$ cat src/core/cscf_defs.vh
// Constants for the card status-change flag block: register indices, field positions and reset values.
// Assumes a classic Wishbone slave with 32-bit data and byte addresses equal to four times each index.
//
// Overview of operation
// - A flag whose event source is disabled always reads as 0.
// - An enabled source sets its flag when it becomes active and requests an interrupt.
// - Flags clear either on a read of the flag register or by writing 1.
// - Global control bit 2 selects read-to-clear or write-one-to-clear.
// - Flag register bits 7 to 4 always read as 0.
// - Bit 3 sets on a change of either card detect pin.
// - With a memory card, bit 2 sets on a rising ready pin.
// - With an I/O card, the ready flag is held at 0.
// - With a memory card, bit 1 sets on a battery-low warning.
// - With an I/O card, the battery-warning flag is held at 0.
// - Bit 0 reports battery dead or card status-change assertion.
// - Flag register at index 804h, read-only to ordinary writes, reset 00h.
// - Read/write route and mask register at index 805h, reset 00h.
// - Card-kind bit 0 means memory card, 1 means I/O card.
// - Mask bit 3 enables card detect change events.
// - Mask bit 1 enables battery-warning events, default off.
// - Mask bit 0 enables battery-dead or status-change events, default off.
`ifndef CSCF_DEFS_VH
`define CSCF_DEFS_VH

`define CSCF_IDX_W          12
`define CSCF_ADR_IDX_HI     13
`define CSCF_ADR_IDX_LO     2
`define CSCF_LANE0_HI       7
`define CSCF_IDX_GEN_CTRL   12'h803
`define CSCF_IDX_FLAGS      12'h804
`define CSCF_IDX_ROUTE_MASK 12'h805
`define CSCF_IDX_GLOBAL     12'h81E

`define CSCF_REG_RESET      8'h00
`define CSCF_READ_NONE      8'h00
`define CSCF_IRQ_RESET      1'b0
`define CSCF_RESERVED_BITS_ZERO      4'h0
`define CSCF_EVT_W          4
`define CSCF_ALL_EVENTS     4'hF
`define CSCF_NO_EVENTS      4'h0

`define CSCF_BIT_DETECT     3
`define CSCF_BIT_READY      2
`define CSCF_BIT_BAT_LOW    1
`define CSCF_BIT_BAT_DEAD   0

`define CSCF_BIT_CARD_KIND  5
`define CSCF_BIT_CLR_MODE   2

`define CSCF_FILL_INIT      2'h0
`define CSCF_RDATA_ZERO     32'h00000000
`define CSCF_PAD_ZERO       24'h000000

`endif

$ cat src/core/cscf_pin_edge.v
// Two-flop synchroniser with edge detection for one card pin.
// Assumes the pin is asynchronous to mclk; edges are suppressed for the first two cycles after reset.
`timescale 1ns/1ps
`include "cscf_defs.vh"

module cscf_pin_edge (
  input  wire mclk,
  input  wire srst,
  input  wire pin,
  output wire level,
  output wire rise,
  output wire fall
);

  reg       meta;
  reg       sync;
  reg       prev;
  reg [1:0] fill;

  always @(posedge mclk) begin
    if (srst) begin
      meta <= 1'b0;
      sync <= 1'b0;
      prev <= 1'b0;
      fill <= `CSCF_FILL_INIT;
    end else begin
      meta <= pin;
      sync <= meta;
      prev <= sync;
      fill <= {fill[0], 1'b1};
    end
  end

  // The fill bits mask edges for two cycles after reset; prev still holds 0 in the first unmasked cycle, so a pin already high still gives one rise.
  assign level = sync;
  assign rise  = fill[1] & sync & ~prev;
  assign fall  = fill[1] & ~sync & prev;

endmodule

$ cat src/core/cscf_flags.v
// Card status-change flag block: event capture, flag clearing and host interrupt request.
// Assumes a classic Wishbone master on mclk and card pins asynchronous to mclk.
`timescale 1ns/1ps
`include "cscf_defs.vh"

module cscf_flags (
  input  wire        mclk,
  input  wire        srst,
  input  wire        wb_cyc_i,
  input  wire        wb_stb_i,
  input  wire        wb_we_i,
  input  wire [13:0] wb_adr_i,
  input  wire [3:0]  wb_sel_i,
  input  wire [31:0] wb_dat_i,
  output reg  [31:0] wb_dat_o,
  output wire        wb_ack_o,
  input  wire        card_detect1_n,
  input  wire        card_detect2_n,
  input  wire        card_ready,
  input  wire        card_battery_low,
  input  wire        card_battery_dead,
  output wire        card_kind_io,
  output wire        clear_by_write,
  output reg         csc_irq
);

  localparam ST_IDLE = 2'b01;
  localparam ST_ACK  = 2'b10;

  reg [1:0] state;
  reg [1:0] next_state;

  reg [7:0] gen_ctrl;
  reg [7:0] route_mask;
  reg [7:0] global_ctrl;
  reg [3:0] flags;

  reg [7:0]  next_gen_ctrl;
  reg [7:0]  next_route_mask;
  reg [7:0]  next_global_ctrl;
  reg [3:0]  next_flags;
  reg [31:0] next_rdata;
  reg [3:0]  clear_bits;
  reg [7:0]  read_byte;

  wire       det1_rise;
  wire       det1_fall;
  wire       det2_rise;
  wire       det2_fall;
  wire       ready_rise;
  wire       low_rise;
  wire       dead_rise;
  wire       detect_change;

  wire [`CSCF_IDX_W-1:0] word_idx;
  wire                   take;
  wire                   hit_gen;
  wire                   hit_flags;
  wire                   hit_mask;
  wire                   hit_global;
  wire                   lane0_write;
  wire                   read_clear;
  wire                   write_clear;

  wire [3:0] events;
  wire [3:0] kind_ok;
  wire [3:0] qualify;
  wire [3:0] visible;
  wire [7:0] flag_read;

  // Card pin synchronisers, one instance per pin.

  cscf_pin_edge u_det1 (
    .mclk  (mclk),
    .srst  (srst),
    .pin   (card_detect1_n),
    .level (),
    .rise  (det1_rise),
    .fall  (det1_fall)
  );

  cscf_pin_edge u_det2 (
    .mclk  (mclk),
    .srst  (srst),
    .pin   (card_detect2_n),
    .level (),
    .rise  (det2_rise),
    .fall  (det2_fall)
  );

  cscf_pin_edge u_ready (
    .mclk  (mclk),
    .srst  (srst),
    .pin   (card_ready),
    .level (),
    .rise  (ready_rise),
    .fall  ()
  );

  cscf_pin_edge u_low (
    .mclk  (mclk),
    .srst  (srst),
    .pin   (card_battery_low),
    .level (),
    .rise  (low_rise),
    .fall  ()
  );

  cscf_pin_edge u_dead (
    .mclk  (mclk),
    .srst  (srst),
    .pin   (card_battery_dead),
    .level (),
    .rise  (dead_rise),
    .fall  ()
  );

  // Card kind and clear mode come from software-written control bits.

  assign card_kind_io   = gen_ctrl[`CSCF_BIT_CARD_KIND];
  assign clear_by_write = global_ctrl[`CSCF_BIT_CLR_MODE];

  // Either detect pin moving in either direction counts as one detect change.

  assign detect_change = det1_rise | det1_fall | det2_rise | det2_fall;

  // Event sources, one per flag bit.

  assign events[`CSCF_BIT_DETECT]   = detect_change;
  assign events[`CSCF_BIT_READY]    = ready_rise;
  assign events[`CSCF_BIT_BAT_LOW]  = low_rise;
  assign events[`CSCF_BIT_BAT_DEAD] = dead_rise;

  // Ready and battery-warning flags only exist for a memory card.

  assign kind_ok[`CSCF_BIT_DETECT]   = 1'b1;
  assign kind_ok[`CSCF_BIT_READY]    = ~card_kind_io;
  assign kind_ok[`CSCF_BIT_BAT_LOW]  = ~card_kind_io;
  assign kind_ok[`CSCF_BIT_BAT_DEAD] = 1'b1;

  // Mask bits gate their sources; the ready enable sits in mask bit 2.

  assign qualify[`CSCF_BIT_DETECT]   = route_mask[`CSCF_BIT_DETECT] & kind_ok[`CSCF_BIT_DETECT];
  assign qualify[`CSCF_BIT_READY]    = route_mask[`CSCF_BIT_READY] & kind_ok[`CSCF_BIT_READY];
  assign qualify[`CSCF_BIT_BAT_LOW]  = route_mask[`CSCF_BIT_BAT_LOW] & kind_ok[`CSCF_BIT_BAT_LOW];
  assign qualify[`CSCF_BIT_BAT_DEAD] = route_mask[`CSCF_BIT_BAT_DEAD] & kind_ok[`CSCF_BIT_BAT_DEAD];

  assign visible   = flags & qualify;
  assign flag_read = {`CSCF_RESERVED_BITS_ZERO, visible};

  // Bus decode.

  assign word_idx    = wb_adr_i[`CSCF_ADR_IDX_HI:`CSCF_ADR_IDX_LO];
  assign take        = (state == ST_IDLE) & wb_cyc_i & wb_stb_i;
  assign hit_gen     = (word_idx == `CSCF_IDX_GEN_CTRL);
  assign hit_flags   = (word_idx == `CSCF_IDX_FLAGS);
  assign hit_mask    = (word_idx == `CSCF_IDX_ROUTE_MASK);
  assign hit_global  = (word_idx == `CSCF_IDX_GLOBAL);
  assign lane0_write = take & wb_we_i & wb_sel_i[0];
  assign read_clear  = take & hit_flags & ~wb_we_i & ~clear_by_write;
  assign write_clear = take & hit_flags & wb_we_i & wb_sel_i[0] & clear_by_write;
  assign wb_ack_o    = (state == ST_ACK);

  // The bus answers every access, mapped or not, one cycle after it is taken.

  always @* begin
    next_state = state;
    case (state)
      ST_IDLE: begin
        if (wb_cyc_i & wb_stb_i) begin
          next_state = ST_ACK;
        end
      end
      ST_ACK: begin
        next_state = ST_IDLE;
      end
      default: begin
        next_state = ST_IDLE;
      end
    endcase
  end

  // Register read mux; unmapped words read zero.

  always @* begin
    read_byte = `CSCF_READ_NONE;
    if (hit_flags) begin
      read_byte = flag_read;
    end else if (hit_mask) begin
      read_byte = route_mask;
    end else if (hit_gen) begin
      read_byte = gen_ctrl;
    end else if (hit_global) begin
      read_byte = global_ctrl;
    end
  end

  // Read data is captured when the access is taken, so it cannot change while the master waits for ack.

  always @* begin
    next_rdata = wb_dat_o;
    if (take & ~wb_we_i) begin
      next_rdata = {`CSCF_PAD_ZERO, read_byte};
    end
  end

  // Control registers take byte lane 0 only; the flag register ignores ordinary writes.
  // Each register has its own next-value process so a decode slip cannot touch a neighbour.

  always @* begin
    next_gen_ctrl = gen_ctrl;
    if (lane0_write & hit_gen) begin
      next_gen_ctrl = wb_dat_i[`CSCF_LANE0_HI:0];
    end
  end

  always @* begin
    next_route_mask = route_mask;
    if (lane0_write & hit_mask) begin
      next_route_mask = wb_dat_i[`CSCF_LANE0_HI:0];
    end
  end

  always @* begin
    next_global_ctrl = global_ctrl;
    if (lane0_write & hit_global) begin
      next_global_ctrl = wb_dat_i[`CSCF_LANE0_HI:0];
    end
  end

  // Flag clearing by read or by writing ones, chosen by the clear mode.

  always @* begin
    clear_bits = `CSCF_NO_EVENTS;
    if (read_clear) begin
      clear_bits = `CSCF_ALL_EVENTS;
    end else if (write_clear) begin
      clear_bits = wb_dat_i[`CSCF_EVT_W-1:0];
    end
  end

  // A new event wins over a clear in the same cycle, and a disabled source drops its flag.

  always @* begin
    next_flags = ((flags & ~clear_bits) | events) & qualify;
  end

  // Bus state; the ack cycle keeps a held request from being taken twice.

  always @(posedge mclk) begin
    if (srst) begin
      state <= ST_IDLE;
    end else begin
      state <= next_state;
    end
  end

  // Software-visible control registers.

  always @(posedge mclk) begin
    if (srst) begin
      gen_ctrl    <= `CSCF_REG_RESET;
      route_mask  <= `CSCF_REG_RESET;
      global_ctrl <= `CSCF_REG_RESET;
    end else begin
      gen_ctrl    <= next_gen_ctrl;
      route_mask  <= next_route_mask;
      global_ctrl <= next_global_ctrl;
    end
  end

  // Flags hold until they are cleared or their source is disabled.

  always @(posedge mclk) begin
    if (srst) begin
      flags <= `CSCF_NO_EVENTS;
    end else begin
      flags <= next_flags;
    end
  end

  // The request follows the next flag value, so it rises and falls on the same edge as the flags.

  always @(posedge mclk) begin
    if (srst) begin
      csc_irq <= `CSCF_IRQ_RESET;
    end else begin
      csc_irq <= |next_flags;
    end
  end

  // Read data holds its last value between reads.

  always @(posedge mclk) begin
    if (srst) begin
      wb_dat_o <= `CSCF_RDATA_ZERO;
    end else begin
      wb_dat_o <= next_rdata;
    end
  end

endmodule

$ cat config.mk
export PLATFORM = sky130hd
export DESIGN_NAME = cscf_flags
export DESIGN_NICKNAME = d
export VERILOG_FILES = /design/src/core/cscf_pin_edge.v /design/src/core/cscf_flags.v
export VERILOG_INCLUDE_DIRS = /design/src /design/src/core
export SDC_FILE = /design/constraint.sdc
export NUM_CORES = 1
export LEC_CHECK = 0
export ABC_AREA = 1
export BUFFER_PORTS_ARGS = -buffer_cell sky130_fd_sc_hd__buf_4
export CAP_MARGIN = 10
export CELL_PAD_IN_SITES_DETAIL_PLACEMENT = 1
export CELL_PAD_IN_SITES_GLOBAL_PLACEMENT = 2
export CORE_MARGIN = 5
export CORE_UTILIZATION = 24
export CTS_CLUSTER_SIZE = 25
export DETAILED_ROUTE_END_ITERATION = 8
export PLACE_DENSITY = 0.78
export SETUP_SLACK_MARGIN = 0.3
export SYNTH_ARGS = -nofsm -noshare
export SYNTH_HDL_FRONTEND = slang
export SYNTH_SLANG_ARGS = --single-unit
$ cat constraint.sdc
create_clock -name mclk -period 1.6 [get_ports mclk]
set_input_delay 0.48 -clock mclk [delete_from_list [all_inputs] [get_ports mclk]]
set_output_delay 0.48 -clock mclk [all_outputs]
set_load 0.05 [all_outputs]
**Word-level counts from Yosys, hierarchy flattened**

Cells that the tools add are included.

- Word-level logic and storage cells: 101
- Register bits: 64
- Bits in latches: 0
- Memories kept: 0
- Memory bits (writable): 0
- ROM bits: 0
- Output and inout port bits: 36

- Magnitude comparators: 0
- Divide/modulo/power cells: 0
- Mux-type cells: 11
- Reductions and logical operators: 2
- Equal/unequal tests: 6
- $add $sub $neg: 0
- Bitwise logic cells: 50
- $mul: 0
- Shifts and indexed selects: 0

Operator list:

| kind | number |
|---|---|
| 12-bit == test (second input constant) | 4 |
| 8-bit 2-to-1 mux | 4 |
| 1-bit AND | 31 |
| 4-bit AND | 3 |
| 1-bit inverter | 11 |
| 4-bit 2-to-1 mux | 2 |
| 1-bit 2-to-1 mux | 5 |
| 4-bit inverter | 1 |
| 4-bit OR | 1 |
| 4-bit OR reduction | 1 |
| 1-bit OR | 3 |
| 2-bit by 1-bit == test with 1-bit output (second input constant) | 1 |
| 2-bit == test (second input constant) | 1 |
| 2-bit OR reduction | 1 |

**Depth between registers and ports, before layout**

Gate-level depths: netlist of the first run.

- Depth after elaboration: 14
- Depth in mapped cells: 13
- Mapped depth without buffers: 12

**Hierarchy**

Synthesis of the first run repeated with hierarchy kept, for this count alone.

- Cell total of the unflattened synthesis: 391
- Area total of the unflattened synthesis: 2850.2 um^2

By module, submodules not included:

| module | area an instance (um^2) | instances | seq. area each (um^2) | cells each |
|---|---|---|---|---|
| cscf_flags | 2105.8 | 1 | 780.7 | 301 |
| cscf_pin_edge | 148.9 | 5 | 100.1 | 18 |

**Worst setup path after synthesis of the first run**

OpenSTA, ideal clock, no wires.

- Path kind: input -> register
- Start: input wb_adr_i[12]
- End: register csc_irq
- Data arrival time: 1.395 ns
- Path slack: 0.077 ns
- Library setup time: 0.128 ns
- Stages: 13
- Buffers on the path: 1
- Cell sequence: inv_1 nand2_1 nor2_2 buf_6 nand3_4 nor2_4 nor2_1 nand2_1 nand2_1 nand2_1 nand2_1 nor2_1 nor2_1

- Word-level cells in the longest chain between the ends: 12

RTL lines:

| what | line | RTL |
|---|---|---|
| start, declared | cscf_flags.v:12 | `input wire [13:0] wb_adr_i,` |
| 12-bit == test (no line) * | - |  |
| 1-bit AND * | cscf_flags.v:160, cscf_flags.v:161 |  |
| 1-bit AND (3 in a row) | cscf_flags.v:161 | `assign write_clear = take & hit_flags & wb_we_i & wb_sel_i[0] & clear_by_write;` |
| 4-bit 2-to-1 mux | cscf_flags.v:237 | `end else if (write_clear) begin` |
| 4-bit 2-to-1 mux * | cscf_flags.v:235 | `if (read_clear) begin` |
| 4-bit inverter * | cscf_flags.v:245 | `next_flags = ((flags & ~clear_bits) \| events) & qualify;` |
| 4-bit AND * | cscf_flags.v:245 |  |
| 4-bit OR * | cscf_flags.v:245 |  |
| 4-bit AND * | cscf_flags.v:245 |  |
| 4-bit OR reduction * | cscf_flags.v:288 | `csc_irq <= \|next_flags;` |
| end signal, assigned | cscf_flags.v:286 | `` csc_irq <= `CSCF_IRQ_RESET; `` |
| end signal, assigned | cscf_flags.v:288 |  |
| end, declared | cscf_flags.v:24 | `output reg csc_irq` |

Mark *: on every way between the ends. The rest lies on a longest branch, timed or not.
A chain may end at the register's enable or synchronous reset.

**Worst setup path after layout of the first run**

- Start: register state[1]
- End: register route_mask[2]

- Word-level cells in the longest chain between the ends: 6

RTL lines:

| what | line | RTL |
|---|---|---|
| start, declared | cscf_flags.v:30 | `reg [1:0] state;` |
| start signal, assigned | cscf_flags.v:254 | `state <= next_state;` |
| 2-bit by 1-bit == test with 1-bit output | cscf_flags.v:154 | `assign take = (state == ST_IDLE) & wb_cyc_i & wb_stb_i;` |
| 1-bit AND (2 in a row) | cscf_flags.v:154 |  |
| 1-bit AND (2 in a row) | cscf_flags.v:159 | `assign lane0_write = take & wb_we_i & wb_sel_i[0];` |
| 1-bit AND | cscf_flags.v:219 | `if (lane0_write & hit_mask) begin` |
| end signal, assigned | cscf_flags.v:263 | `` route_mask <= `CSCF_REG_RESET; `` |
| end signal, assigned | cscf_flags.v:267 | `route_mask <= next_route_mask;` |
| end, declared | cscf_flags.v:34 | `reg [7:0] route_mask;` |

No other way between the ends.

==> run metrics, run 1 <==
outcome finished, final reports clean; initial core utilization around a quarter; final core utilization roughly two fifths; # IOs 96; CTS Hold Bufs 0; clock period minus worst slack approximately 1.6 ns; Final Non-Filler Cells between 500 and 600; Vias 2,533; pin count of the biggest net entering global routing 26; WHS 0.358 ns; cell row count 38; RSZ-0062 raised after global routing yes; initial antenna violation count 0; drt wl/cell approximately 14 microns; Post-Synth Simple-Gate Area ~28%; Total GRT Usage 12.2%; WS Path Type reg -> reg; fmax ~630 MHz; CP Max Fanout 7; PnR worst setup slack roughly 0.012 ns; kind of end point of the critical path flip-flop; main combinational cell family by area after synthesis simple AND/OR/NAND/NOR gates; post-synthesis sequential area ratio ~42%; Post-Synth XOR/XNOR Area 0.660%; Iter 0 DRT Violations 86; drt first pass iters 6; synthesis-to-finish area growth 62.5%; fin crit share 99.3%; VDD IR-drop max between 0.0002 and 0.0003 V; Req. time, crit path 1.85 ns; Compound-Gate Fraction of Synth Area 12.3%; DIE WIDTH 115 microns; first-pass GRT wire length roughly 13,000 microns; Layout Nets between 500 and 600; EDFF count, synth 0; Storage cell area 0.00114 sq mm; Total Wirelength ~8000 microns; Leakage 2.06 nW; TritonCTS clock tree built; placed insts 545; Post-DRT Antenna Nets 0; Placeable Area ~0.011 sq mm; Post-Synthesis Cells about 340; Area contributors post-synth dfxtp_1 (42%), buf_4 (7.1%), nand2_1 (6.8%), inv_1 (6.2%), a21oi_1 (5.5%); CTS root buf clkbuf_8; n_diodes 0; Synth area leader dfxtp_1; layout cells sized above 1 roughly half; Mean Syn Cell Area approximately 7.7 sq um; worst slack at placement -0.353 ns; Worst Setup Start Kind flip-flop; clock sink count 56; PortBufs 42; synth unique cells 32; dpl hpwl around 5400 microns; detailed-route DRC error count 0; Fillers about 1,200; cts bufs inserted 5; CTS clk-pin slew, worst paths ~0.10 ns; global route overflow 0; vias in the first global route 2,576; Final GP Congestion roughly 0.76; Worst-Skew Late Latency roughly 0.31 ns; Die Outline Area approximately 0.013 sq mm; adder-cell area share of the yosys netlist 0%; routed vias/inst 4.37; warnings from Yosys 0; max-slew violations 0; Multi-input gate area roughly 0.0015 sq mm; mux cell area share after synthesis 0%; list of most frequent post-synthesis cells dfxtp_1 (56), nand2_1 (48), inv_1 (44); Setup Skew ~0.012 ns; max_cap viols 0; WP data arrival ~1.8 ns; Synth async-reset ratio 0%; number of synthesized register bits 56; CTS max path bufs 2; CTS H-tree lvls 2; mapped cell area ~0.0027 sq mm; pwr dens between 600 and 700 mW/mm^2; cell with the most instances after synthesis dfxtp_1; Hold Crit Class in -> reg; Final Total Pwr about 0.0027 W; setup violators final 0; Final Hold Fails 0; top_reg_cell synth dfxtp_1; Die Y approximately 120 microns; Yosys top cell area share 42.2%
## state kept, by name (all words and copies together), names as in the netlist, 2 cells and up
signal and count:
flags 4, wb_dat_o 8, state 2, route_mask 8
gen_ctrl 8, global_ctrl 8
## stage by stage
stage / TNS [ns] / instance area, sq um
floorplan: 0 / 2820
global placement: -5.84 / 3350
detailed placement: -7.07 / 3350
CTS: 0 / 3930
global route: -0.139 / 4310
finish: 0 / 4310
## critical path, cell delays in order, from the launching register on
cell     delay, ns
dfxtp_2       0.33
inv_2         0.06
nand2_2       0.06
nor2_4        0.17
nand2_4       0.09
buf_12        0.14
nor3_4        0.18
buf_6         0.16
buf_16        0.12
o21ai_1       0.08
a21oi_2       0.13
## cell type report
cell class	instances	area share, %
clock buffer	5	1.60
multi-input combinational	225	35.4
timing repair buffer	101	25.8
inverter	52	6.03
sequential	56	26.4
tap	140	4.06
clock inverter	1	0.696
## per-layer routing
layer / routed length, microns / part of all wire, % / track usage, % / up-vias
met4: 138 / 1.7 / 3.29 / 0
li1: - / - / - / 1245
met1: 3360 / 41 / 14.6 / 1228
met5: 0 / 0 / 0 / -
met2: 4400 / 54 / 22.1 / 48
met3: 318 / 3.9 / 2.37 / 12
## path summary, 6_finish.rpt
kind | end | startpoint | slack, ns | depth (start not counted)
worst max-delay path | route_mask[2]$_SDFFE_PP0P_ | state[1]$_SDFFE_PP0P_ | 0.01 | 10
worst min-delay path | u_ready.meta$_SDFF_PP0_ | srst | 0.36 | 2
worst min register to register | u_det1.level$_SDFF_PP0_ | u_det1.meta$_SDFF_PP0_ | 0.41 | 2
worst max register to register | route_mask[2]$_SDFFE_PP0P_ | state[1]$_SDFFE_PP0P_ | 0.01 | 10
## cells in the final DEF (no fill, tap or decap), types with 3 or more instances in the layout
cell / Yosys / layout
a21oi_2: 3 / 20
nor3_4: 3 / 3
nand2_4: 2 / 14
nor2_1: 32 / 29
inv_4: 1 / 4
inv_2: 5 / 6
dfxtp_2: 0 / 12
o21ai_2: 3 / 9
nand3_2: 2 / 8
inv_1: 44 / 36
buf_6: 4 / 28
o21ai_1: 6 / 8
nand4_1: 8 / 8
nor4_4: 0 / 4
nand3_1: 21 / 12
o21ai_0: 20 / 12
dfxtp_1: 56 / 43
conb_1: 1 / 24
a21oi_1: 29 / 12
clkbuf_8: 0 / 5
nand3_4: 1 / 4
nor3_2: 2 / 4
buf_8: 0 / 13
nand2_2: 2 / 10
nand2_1: 48 / 28
buf_4: 25 / 49
nor2_2: 3 / 3
buf_12: 0 / 9
nor2_4: 5 / 8
## repair_timing
item	in CTS	in global routing
gates resized for setup	106	62
gates cloned	2	0
endpoints found under the hold margin	0	0
pin swaps	28	26
buffers inserted	8	19
setup endpoints to repair	49	49
## report_power, final
| part | internal [W] | switching, W | leakage (nW) |
|---|---|---|---|
| sequential | 0.00141 | 0.00000806 | 0.460 |
| combinational | 0.000140 | 0.000279 | 1.55 |
| clock | 0.000451 | 0.000451 | 0.0501 |
| total | 0.00200 | 0.000739 | 2.06 |
## cell families (layout without fill, tap and decap cells)
family	after synthesis	count (layout)
AND/OR/NAND/NOR	138	138
buffers and inverters	86	159
AO/OA/AOI/OAI	61	61
flip-flops	56	56
XOR/XNOR	2	2
other	1	24
No activity file was read; power rests on OpenSTA's default activity.
==> run 2, diff against run 1 <==
--- a/config.mk
+++ b/config.mk
@@ -6,16 +6,16 @@
 export SDC_FILE = /design/constraint.sdc
 export NUM_CORES = 1
 export LEC_CHECK = 0
-export ABC_AREA = 1
+export ABC_AREA = 0
 export BUFFER_PORTS_ARGS = -buffer_cell sky130_fd_sc_hd__buf_4
 export CAP_MARGIN = 10
 export CELL_PAD_IN_SITES_DETAIL_PLACEMENT = 1
 export CELL_PAD_IN_SITES_GLOBAL_PLACEMENT = 2
 export CORE_MARGIN = 5
-export CORE_UTILIZATION = 24
+export CORE_UTILIZATION = 25
 export CTS_CLUSTER_SIZE = 25
 export DETAILED_ROUTE_END_ITERATION = 8
-export PLACE_DENSITY = 0.78
+export PLACE_DENSITY = 0.79
 export SETUP_SLACK_MARGIN = 0.3
 export SYNTH_ARGS = -nofsm -noshare
 export SYNTH_HDL_FRONTEND = slang
==> run metrics, run 2 <==
outcome complete, but fails checks (was finished, final reports clean); violated checks negative setup slack; Die Y 109 microns (was 115 microns); main combinational cell family by area after synthesis simple AND/OR/NAND/NOR gates (unchanged); global route overflow 0 (unchanged); Synth async-reset ratio 0% (unchanged); Int Pwr 0.00188 W (was 0.00200 W); Layout Nets 419 (was 501); drt first pass iters 5 (was 6); TritonCTS clock tree built (unchanged); fin crit share 121% (was 99.3%); Post-Synth XOR/XNOR Area 0.712% (was 0.660%); VDD IR-drop max 0.000462 V (was 0.000286 V); Leakage 1.42 nW (was 2.06 nW); Die Outline Area 0.0119 sq mm (was 0.0133 sq mm); initial antenna violation count 0 (unchanged); most frequent cells in the layout buf_4 (54), dfxtp_1 (45), a21oi_2 (24), conb_1 (24) (was buf_4 (49), dfxtp_1 (43), inv_1 (36)); Worst Tran Pin Value roughly 0.65 ns; dpl hpwl 5040 microns (was 5360 microns); mux cell area share after synthesis 0% (unchanged); Total Wirelength 8080 microns (was 8210 microns); synthesis-to-finish area growth 61.7% (was 62.5%); RSZ-0062 raised after global routing yes (unchanged); n_diodes 0 (unchanged); Final Total Pwr 0.00267 W (was 0.00274 W); max-slew violations 0 (unchanged); vias in the first global route 2,423 (was 2,576); sequential share of power 53.7% (was 51.8%); Worst Setup SP wb_adr_i[6] (was state[1]$_SDFFE_PP0P_); Post-DRT Antenna Nets 0 (unchanged); DIE WIDTH 109 microns (was 115 microns); WS Path Type in -> reg (was reg -> reg); Multi-input gate area 0.00154 sq mm (was 0.00153 sq mm); final instance area 0.00398 sq mm (was 0.00431 sq mm); Yosys top cell area share 45.6% (was 42.2%); CTS H-tree lvls 2 (unchanged); Compound-Gate Fraction of Synth Area 15.3% (was 12.3%); Post-Synthesis Cells 275 (was 344); Placed Area 0.00314 sq mm (was 0.00335 sq mm); layout cells sized above 1 53.3% (was 50.9%); Total GRT Usage 13.4% (was 12.2%); Synth area leader dfxtp_1 (unchanged); P_sw 0.000786 W (was 0.000739 W); CTS Hold Bufs 0 (unchanged); drt wl/cell 16.4 microns (was 14.2 microns); PnR worst setup slack -0.334 ns (was 0.0119 ns); synth unique cells 44 (was 32); PortBufs 42 (unchanged); cell row count 36 (was 38); initial core utilization 25.4% (was 24.5%); Iter 0 DRT Violations 111 (was 86); pin count of the biggest net entering global routing 23 (was 26); CP Max Fanout 4 (was 7); number of synthesized register bits 56 (unchanged); cell with the most instances after synthesis dfxtp_1 (unchanged); CTS clk-pin slew, worst paths 0.11 ns (was 0.10 ns); Setup Skew 0.0129 ns (was 0.0122 ns); pwr dens 671 mW/mm^2 (was 635 mW/mm^2); warnings from Yosys 0 (unchanged); Area contributors post-synth dfxtp_1 (46%), buf_4 (7.3%), a21oi_1 (5.7%), nand3_1 (5.1%), nand2_1 (5.0%) (was dfxtp_1 (42%), buf_4 (7.1%), nand2_1 (6.8%), inv_1 (6.2%), a21oi_1 (5.5%)); EDFF count, synth 0 (unchanged); worst rel slew slack a little under three fifths; list of most frequent post-synthesis cells dfxtp_1 (56), nand2_1 (33), a21oi_1 (28) (was dfxtp_1 (56), nand2_1 (48), inv_1 (44)); clock share of power 31.1% (was 32.9%); Hold Crit Class in -> reg (unchanged); first-pass GRT wire length 12,400 microns (was 12,800 microns); Setup TNS -8.71 ns (was 0 ns); hold_sp card_ready (was srst); combinational share of power 15.3% (about the same); switching share of power 29.4% (was 27.0%); CTS max path bufs 2 (unchanged); commonest non-fill, non-tap cell in the layout buf_4 (unchanged); clock period minus worst slack 1.93 ns (was 1.59 ns); Post-Synth Simple-Gate Area 26.7% (was 27.7%); max_cap viols 0 (unchanged); post-synthesis sequential area ratio 45.6% (was 42.2%); clock sink count 56 (unchanged); # IOs 96 (unchanged); Req. time, crit path 1.80 ns (was 1.85 ns); Storage cell area 0.00114 sq mm (unchanged); top_reg_cell synth dfxtp_1 (unchanged); Final Hold Fails 0 (unchanged); mapped cell area 0.00246 sq mm (was 0.00266 sq mm); Vias 2,262 (was 2,533); final core utilization 41.1% (was 39.8%); Mean Syn Cell Area 8.94 sq um (was 7.72 sq um); detailed-route DRC error count 0 (unchanged); setup violators final 37 (was 0); CTS root buf clkbuf_8 (unchanged); fmax 517 MHz (was 630 MHz); routed vias/inst 4.59 (was 4.37); Worst-Skew Late Latency 0.32 ns (was 0.31 ns); Final GP Congestion 0.776 (was 0.765); kind of end point of the critical path flip-flop (unchanged); cts bufs inserted 5 (unchanged); Worst Setup Start Kind primary input (was flip-flop); WP data arrival 2.13 ns (was 1.84 ns); Placeable Area 0.00968 sq mm (was 0.0108 sq mm); adder-cell area share of the yosys netlist 0% (unchanged); Fillers 1,066 (was 1,247); reg2reg start state[0]$_SDFFE_PP1P_ (was state[1]$_SDFFE_PP0P_)
## run 2: cell count changes after synthesis, sizes merged, moves of 5 or more
cell	change
a222oi	+6
clkbuf	+8
a211oi	+5
nand4	-6
nor2	-26
o21ai	-27
nor3	-6
inv	-43
nor2b	+18
nand2	-17
## run 2: logic make-up (layout without fill, tap and decap cells)
kind of cell	Yosys count	after routing
xor gates and xnor gates	2	2
other	1	24
and+or+nand+nor	115	115
AOI/OAI and AO/OA	54	54
DFF	56	56
buffers and inverters	47	109
## run 2: final timing paths
path,end,slack [ns],depth (start not counted)
setup / recovery,csc_irq$_SDFF_PP0_,-0.33,7
hold / removal,u_ready.meta$_SDFF_PP0_,0.37,2
setup reg to reg,csc_irq$_SDFF_PP0_,-0.09,6
hold reg to reg,u_det2.level$_SDFF_PP0_,0.45,1
## run 2: critical path, cell delays in order
cell and delay, ns:
buf_8 0.10, or4_4 0.55, nor4_4 0.35, buf_4 0.21, nand4_1 0.11, a41oi_2 0.19, a41oi_1 0.13
## run 2: layout make-up
class | instances | area share (%)
clock buffers | 5 | 1.73
flip-flops and latches | 56 | 28.7
inverters | 7 | 0.661
repair buffers | 94 | 25.3
well taps | 133 | 4.19
multi-input cells | 195 | 38.7
clock inverters | 3 | 0.692
## run 2: metrics by stage
step	std cells	hold slack, ns	worst slack (ns)
2_1_floorplan	298	0.414	-0.514
3_3_place_gp	463	0.417	-0.592
3_5_place_dp	463	0.425	-0.640
4_1_cts	488	0.360	-0.271
5_1_grt	493	0.359	-0.370
6_report	493	0.369	-0.334
## run 2: layer usage
| layer | share of wire, % | wire length [microns] | GRT usage (%) |
|---|---|---|---|
| met2 | 52 | 4230 | 22.7 |
| met1 | 40 | 3200 | 16.3 |
| met3 | 5.9 | 474 | 2.84 |
| met4 | 2.2 | 175 | 5.61 |
| met5 | 0 | 0 | 0 |
## run 2: power by group through the flow
stage	logic, W	clock network, W	registers, W
2_1_floorplan	0.000254	0	0.00149
3_3_place_gp	0.000361	0	0.00146
3_5_place_dp	0.000365	0	0.00146
4_1_cts	0.000392	0.000846	0.00143
5_1_grt	0.000431	0.000911	0.00144
6_report	0.000408	0.000829	0.00143
## run 2: repair_timing
action,in CTS,in global routing
setup buffers,14,4
gates resized for setup,85,52
setup endpoints to repair,49,49
pin swaps,22,35
gates cloned,3,1
==> run 3, diff against run 2 <==
--- a/config.mk
+++ b/config.mk
@@ -9,13 +9,11 @@
 export ABC_AREA = 0
 export BUFFER_PORTS_ARGS = -buffer_cell sky130_fd_sc_hd__buf_4
 export CAP_MARGIN = 10
-export CELL_PAD_IN_SITES_DETAIL_PLACEMENT = 1
-export CELL_PAD_IN_SITES_GLOBAL_PLACEMENT = 2
 export CORE_MARGIN = 5
-export CORE_UTILIZATION = 25
+export CORE_UTILIZATION = 48
 export CTS_CLUSTER_SIZE = 25
 export DETAILED_ROUTE_END_ITERATION = 8
-export PLACE_DENSITY = 0.79
+export PLACE_DENSITY = 0.82
 export SETUP_SLACK_MARGIN = 0.3
 export SYNTH_ARGS = -nofsm -noshare
 export SYNTH_HDL_FRONTEND = slang
==> constraint.sdc (replaced) <==
create_clock -name mclk -period 1.9 [get_ports mclk]
set_input_delay 0.57 -clock mclk [delete_from_list [all_inputs] [get_ports mclk]]
set_output_delay 0.57 -clock mclk [all_outputs]
set_load 0.05 [all_outputs]
==> run metrics, run 3 (synthesis gave the netlist of run 2 again) <==
dpl hpwl 4110 microns (was 5040 microns); initial core utilization 48.8% (was 25.4%); initial antenna violation count 0 (unchanged); global route overflow 0 (unchanged); detailed-route DRC error count 0 (unchanged); Vias 2,356 (was 2,262); CTS root buf clkbuf_8 (unchanged); Worst-Skew Late Latency 0.32 ns (about the same); placed insts 390 (was 463); clock sink count 56 (unchanged); final instance area 0.00358 sq mm (was 0.00398 sq mm); VDD IR-drop max 0.000430 V (was 0.000462 V); max_cap viols 0 (unchanged); layout cells sized above 1 49.1% (was 53.3%); Final GP Congestion 0.805 (was 0.776); pwr dens 615 mW/mm^2 (was 671 mW/mm^2); worst-path cell chain buf_6 -> or4_4 -> nor4_4 -> buf_6 -> buf_4 -> nand3_4 -> a31oi_4 -> a41oi_2 (was buf_8 -> or4_4 -> nor4_4 -> buf_4 -> nand4_1 -> a41oi_2 -> a41oi_1); Worst Setup Start Kind primary input (unchanged); CP Max Fanout 5 (was 4); vias in the first global route 2,254 (was 2,423); CTS clk-pin slew, worst paths 0.10 ns (was 0.11 ns); worst rel slew slack 57.9% (was 56.1%); n_diodes 0 (unchanged); cell row count 26 (was 36); clock share of power 30.7% (was 31.1%); outcome complete, but fails checks (unchanged); P_sw 0.000621 W (was 0.000786 W); cts bufs inserted 5 (unchanged); Die Y 81.6 microns (was 109 microns); Layout Nets 403 (was 419); crit-path max cell delay 0.55 ns (about the same); Worst path slowest cell or4_4 (unchanged); pin count of the biggest net entering global routing 33 (was 23); Leakage 1.28 nW (was 1.42 nW); fmax roughly 500 MHz; Worst Setup SP wb_adr_i[3] (was wb_adr_i[6]); CTS H-tree lvls 2 (unchanged); Req. time, crit path 2.09 ns (was 1.80 ns); WS Path Type in -> reg (unchanged); Placeable Area 0.00504 sq mm (was 0.00968 sq mm); Setup Skew 0.0132 ns (was 0.0129 ns); crit-path most repeated cell buf_6; most frequent cells in the layout buf_4 (55), dfxtp_1 (54), conb_1 (24) (was buf_4 (54), dfxtp_1 (45), a21oi_2 (24), conb_1 (24)); CTS Hold Bufs 0 (unchanged); max-slew violations 0 (unchanged); PortBufs 42 (unchanged); Placed Area 0.00294 sq mm (was 0.00314 sq mm); Die Outline Area 0.00665 sq mm (was 0.0119 sq mm); drt first pass iters 6 (was 5); hold_sp u_dead.meta$_SDFF_PP0_ (was card_ready); PnR worst setup slack -0.156 ns (was -0.334 ns); RSZ-0062 raised after global routing yes (unchanged); WP data arrival 2.25 ns (was 2.13 ns); CTS max path bufs 2 (unchanged); Total Wirelength 8100 microns (was 8080 microns); TritonCTS clock tree built (unchanged); Setup TNS -0.691 ns (was -8.71 ns); Total GRT Usage 22.3% (was 13.4%); combinational share of power 14.6% (was 15.3%); fin crit share 108%; kind of end point of the critical path flip-flop (unchanged); switching share of power 28.2% (was 29.4%); Hold Crit Class reg -> reg (was in -> reg); # IOs 96 (unchanged); sequential share of power 54.6% (was 53.7%); Final Hold Fails 0 (unchanged); first-pass GRT wire length 11,300 microns (was 12,400 microns); Int Pwr 0.00158 W (was 0.00188 W); routed vias/inst 5.69 (was 4.59); violated checks negative setup slack (unchanged); clock period minus worst slack 2.06 ns; Buf/Inv on CP 3 (was 2); final core utilization 71.1% (was 41.1%); drt wl/cell 19.6 microns (was 16.4 microns); commonest non-fill, non-tap cell in the layout buf_4 (unchanged); delay-heaviest family, CP simple AND/OR/NAND/NOR gates (unchanged); Iter 0 DRT Violations 363 (was 111); DIE WIDTH 81.6 microns (was 109 microns); Final Non-Filler Cells 414 (was 493); Worst Tran Pin Value 0.622 ns (was 0.649 ns); WHS 0.439 ns (was 0.369 ns); synthesis-to-finish area growth 45.8% (was 61.7%); setup violators final 12 (was 37); reg2reg start state[1]$_SDFFE_PP0P_ (was state[0]$_SDFFE_PP1P_); Post-DRT Antenna Nets 0 (unchanged)
-- run 3: cell count changes in the layout (fill, tap and decap cells not counted), moves of 4 or more --
cell     before  now
nand3_2       9   16
nand2_1      13   17
nand3_1      15    7
buf_12        6    2
dfxtp_1      45   54
dfxtp_2       9    1
nand2_4      15    7
nand2_2       4    8
buf_8        14    2
-- run 3: timing repair --
action                                  in CTS  in global routing
pin swaps                                   35                 19
setup buffers                                6                  7
gates cloned                                 3                  0
endpoints found under the setup margin      39                 38
resized for setup                           70                 32
-- run 3: worst reg2reg max path, stage by stage, from the launching register on --
cell and delay [ns]:
dfxtp_1 0.32, nand4b_1 0.26, nor2_2 0.37, buf_4 0.42
nand2_8 0.13, nand2_1 0.16, a21oi_2 0.09
-- run 3: cell type report --
class	instances	area, sq um
multi-input combinational	195	1540
fill	344	1460
sequential	56	1130
timing repair buffer	78	711
tap	70	87.6
clock buffer	6	82.6
inverter	7	26.3
clock inverter	2	10.0
-- run 3: power by group through the flow --
stage	clock [W]	sequential [W]	combinational, W
2_1_floorplan	0	0.00125	0.000213
3_3_place_gp	0	0.00123	0.000288
3_5_place_dp	0	0.00123	0.000292
4_1_cts	0.000675	0.00121	0.000310
5_1_grt	0.000722	0.00121	0.000339
6_report	0.000678	0.00120	0.000323
-- run 3: path summary, 6_finish.rpt --
path / to / slack, ns / cells after the start
hold / removal: u_dead.level$_SDFF_PP0_ / 0.44 / 1
setup reg to reg: gen_ctrl[3]$_SDFFE_PP0P_ / 0.04 / 6
hold reg to reg: u_dead.level$_SDFF_PP0_ / 0.44 / 1
setup / recovery: csc_irq$_SDFF_PP0_ / -0.16 / 8
-- run 3: routing by layer --
layer  share of wire, %  global-route usage (%)  wire length [microns]
met5                  0                       0                      0
met4                5.1                    10.8                    412
met3                7.5                    4.28                    611
met2                 50                    37.8                   4040
met1                 38                    27.1                   3040
-- run 3: stage by stage --
stage	power (W)	worst slack, ns
6_report	0.00221	-0.156
3_3_place_gp	0.00152	-0.455
3_5_place_dp	0.00152	-0.456
2_1_floorplan	0.00147	-0.304
5_1_grt	0.00227	-0.198
4_1_cts	0.00219	-0.0511
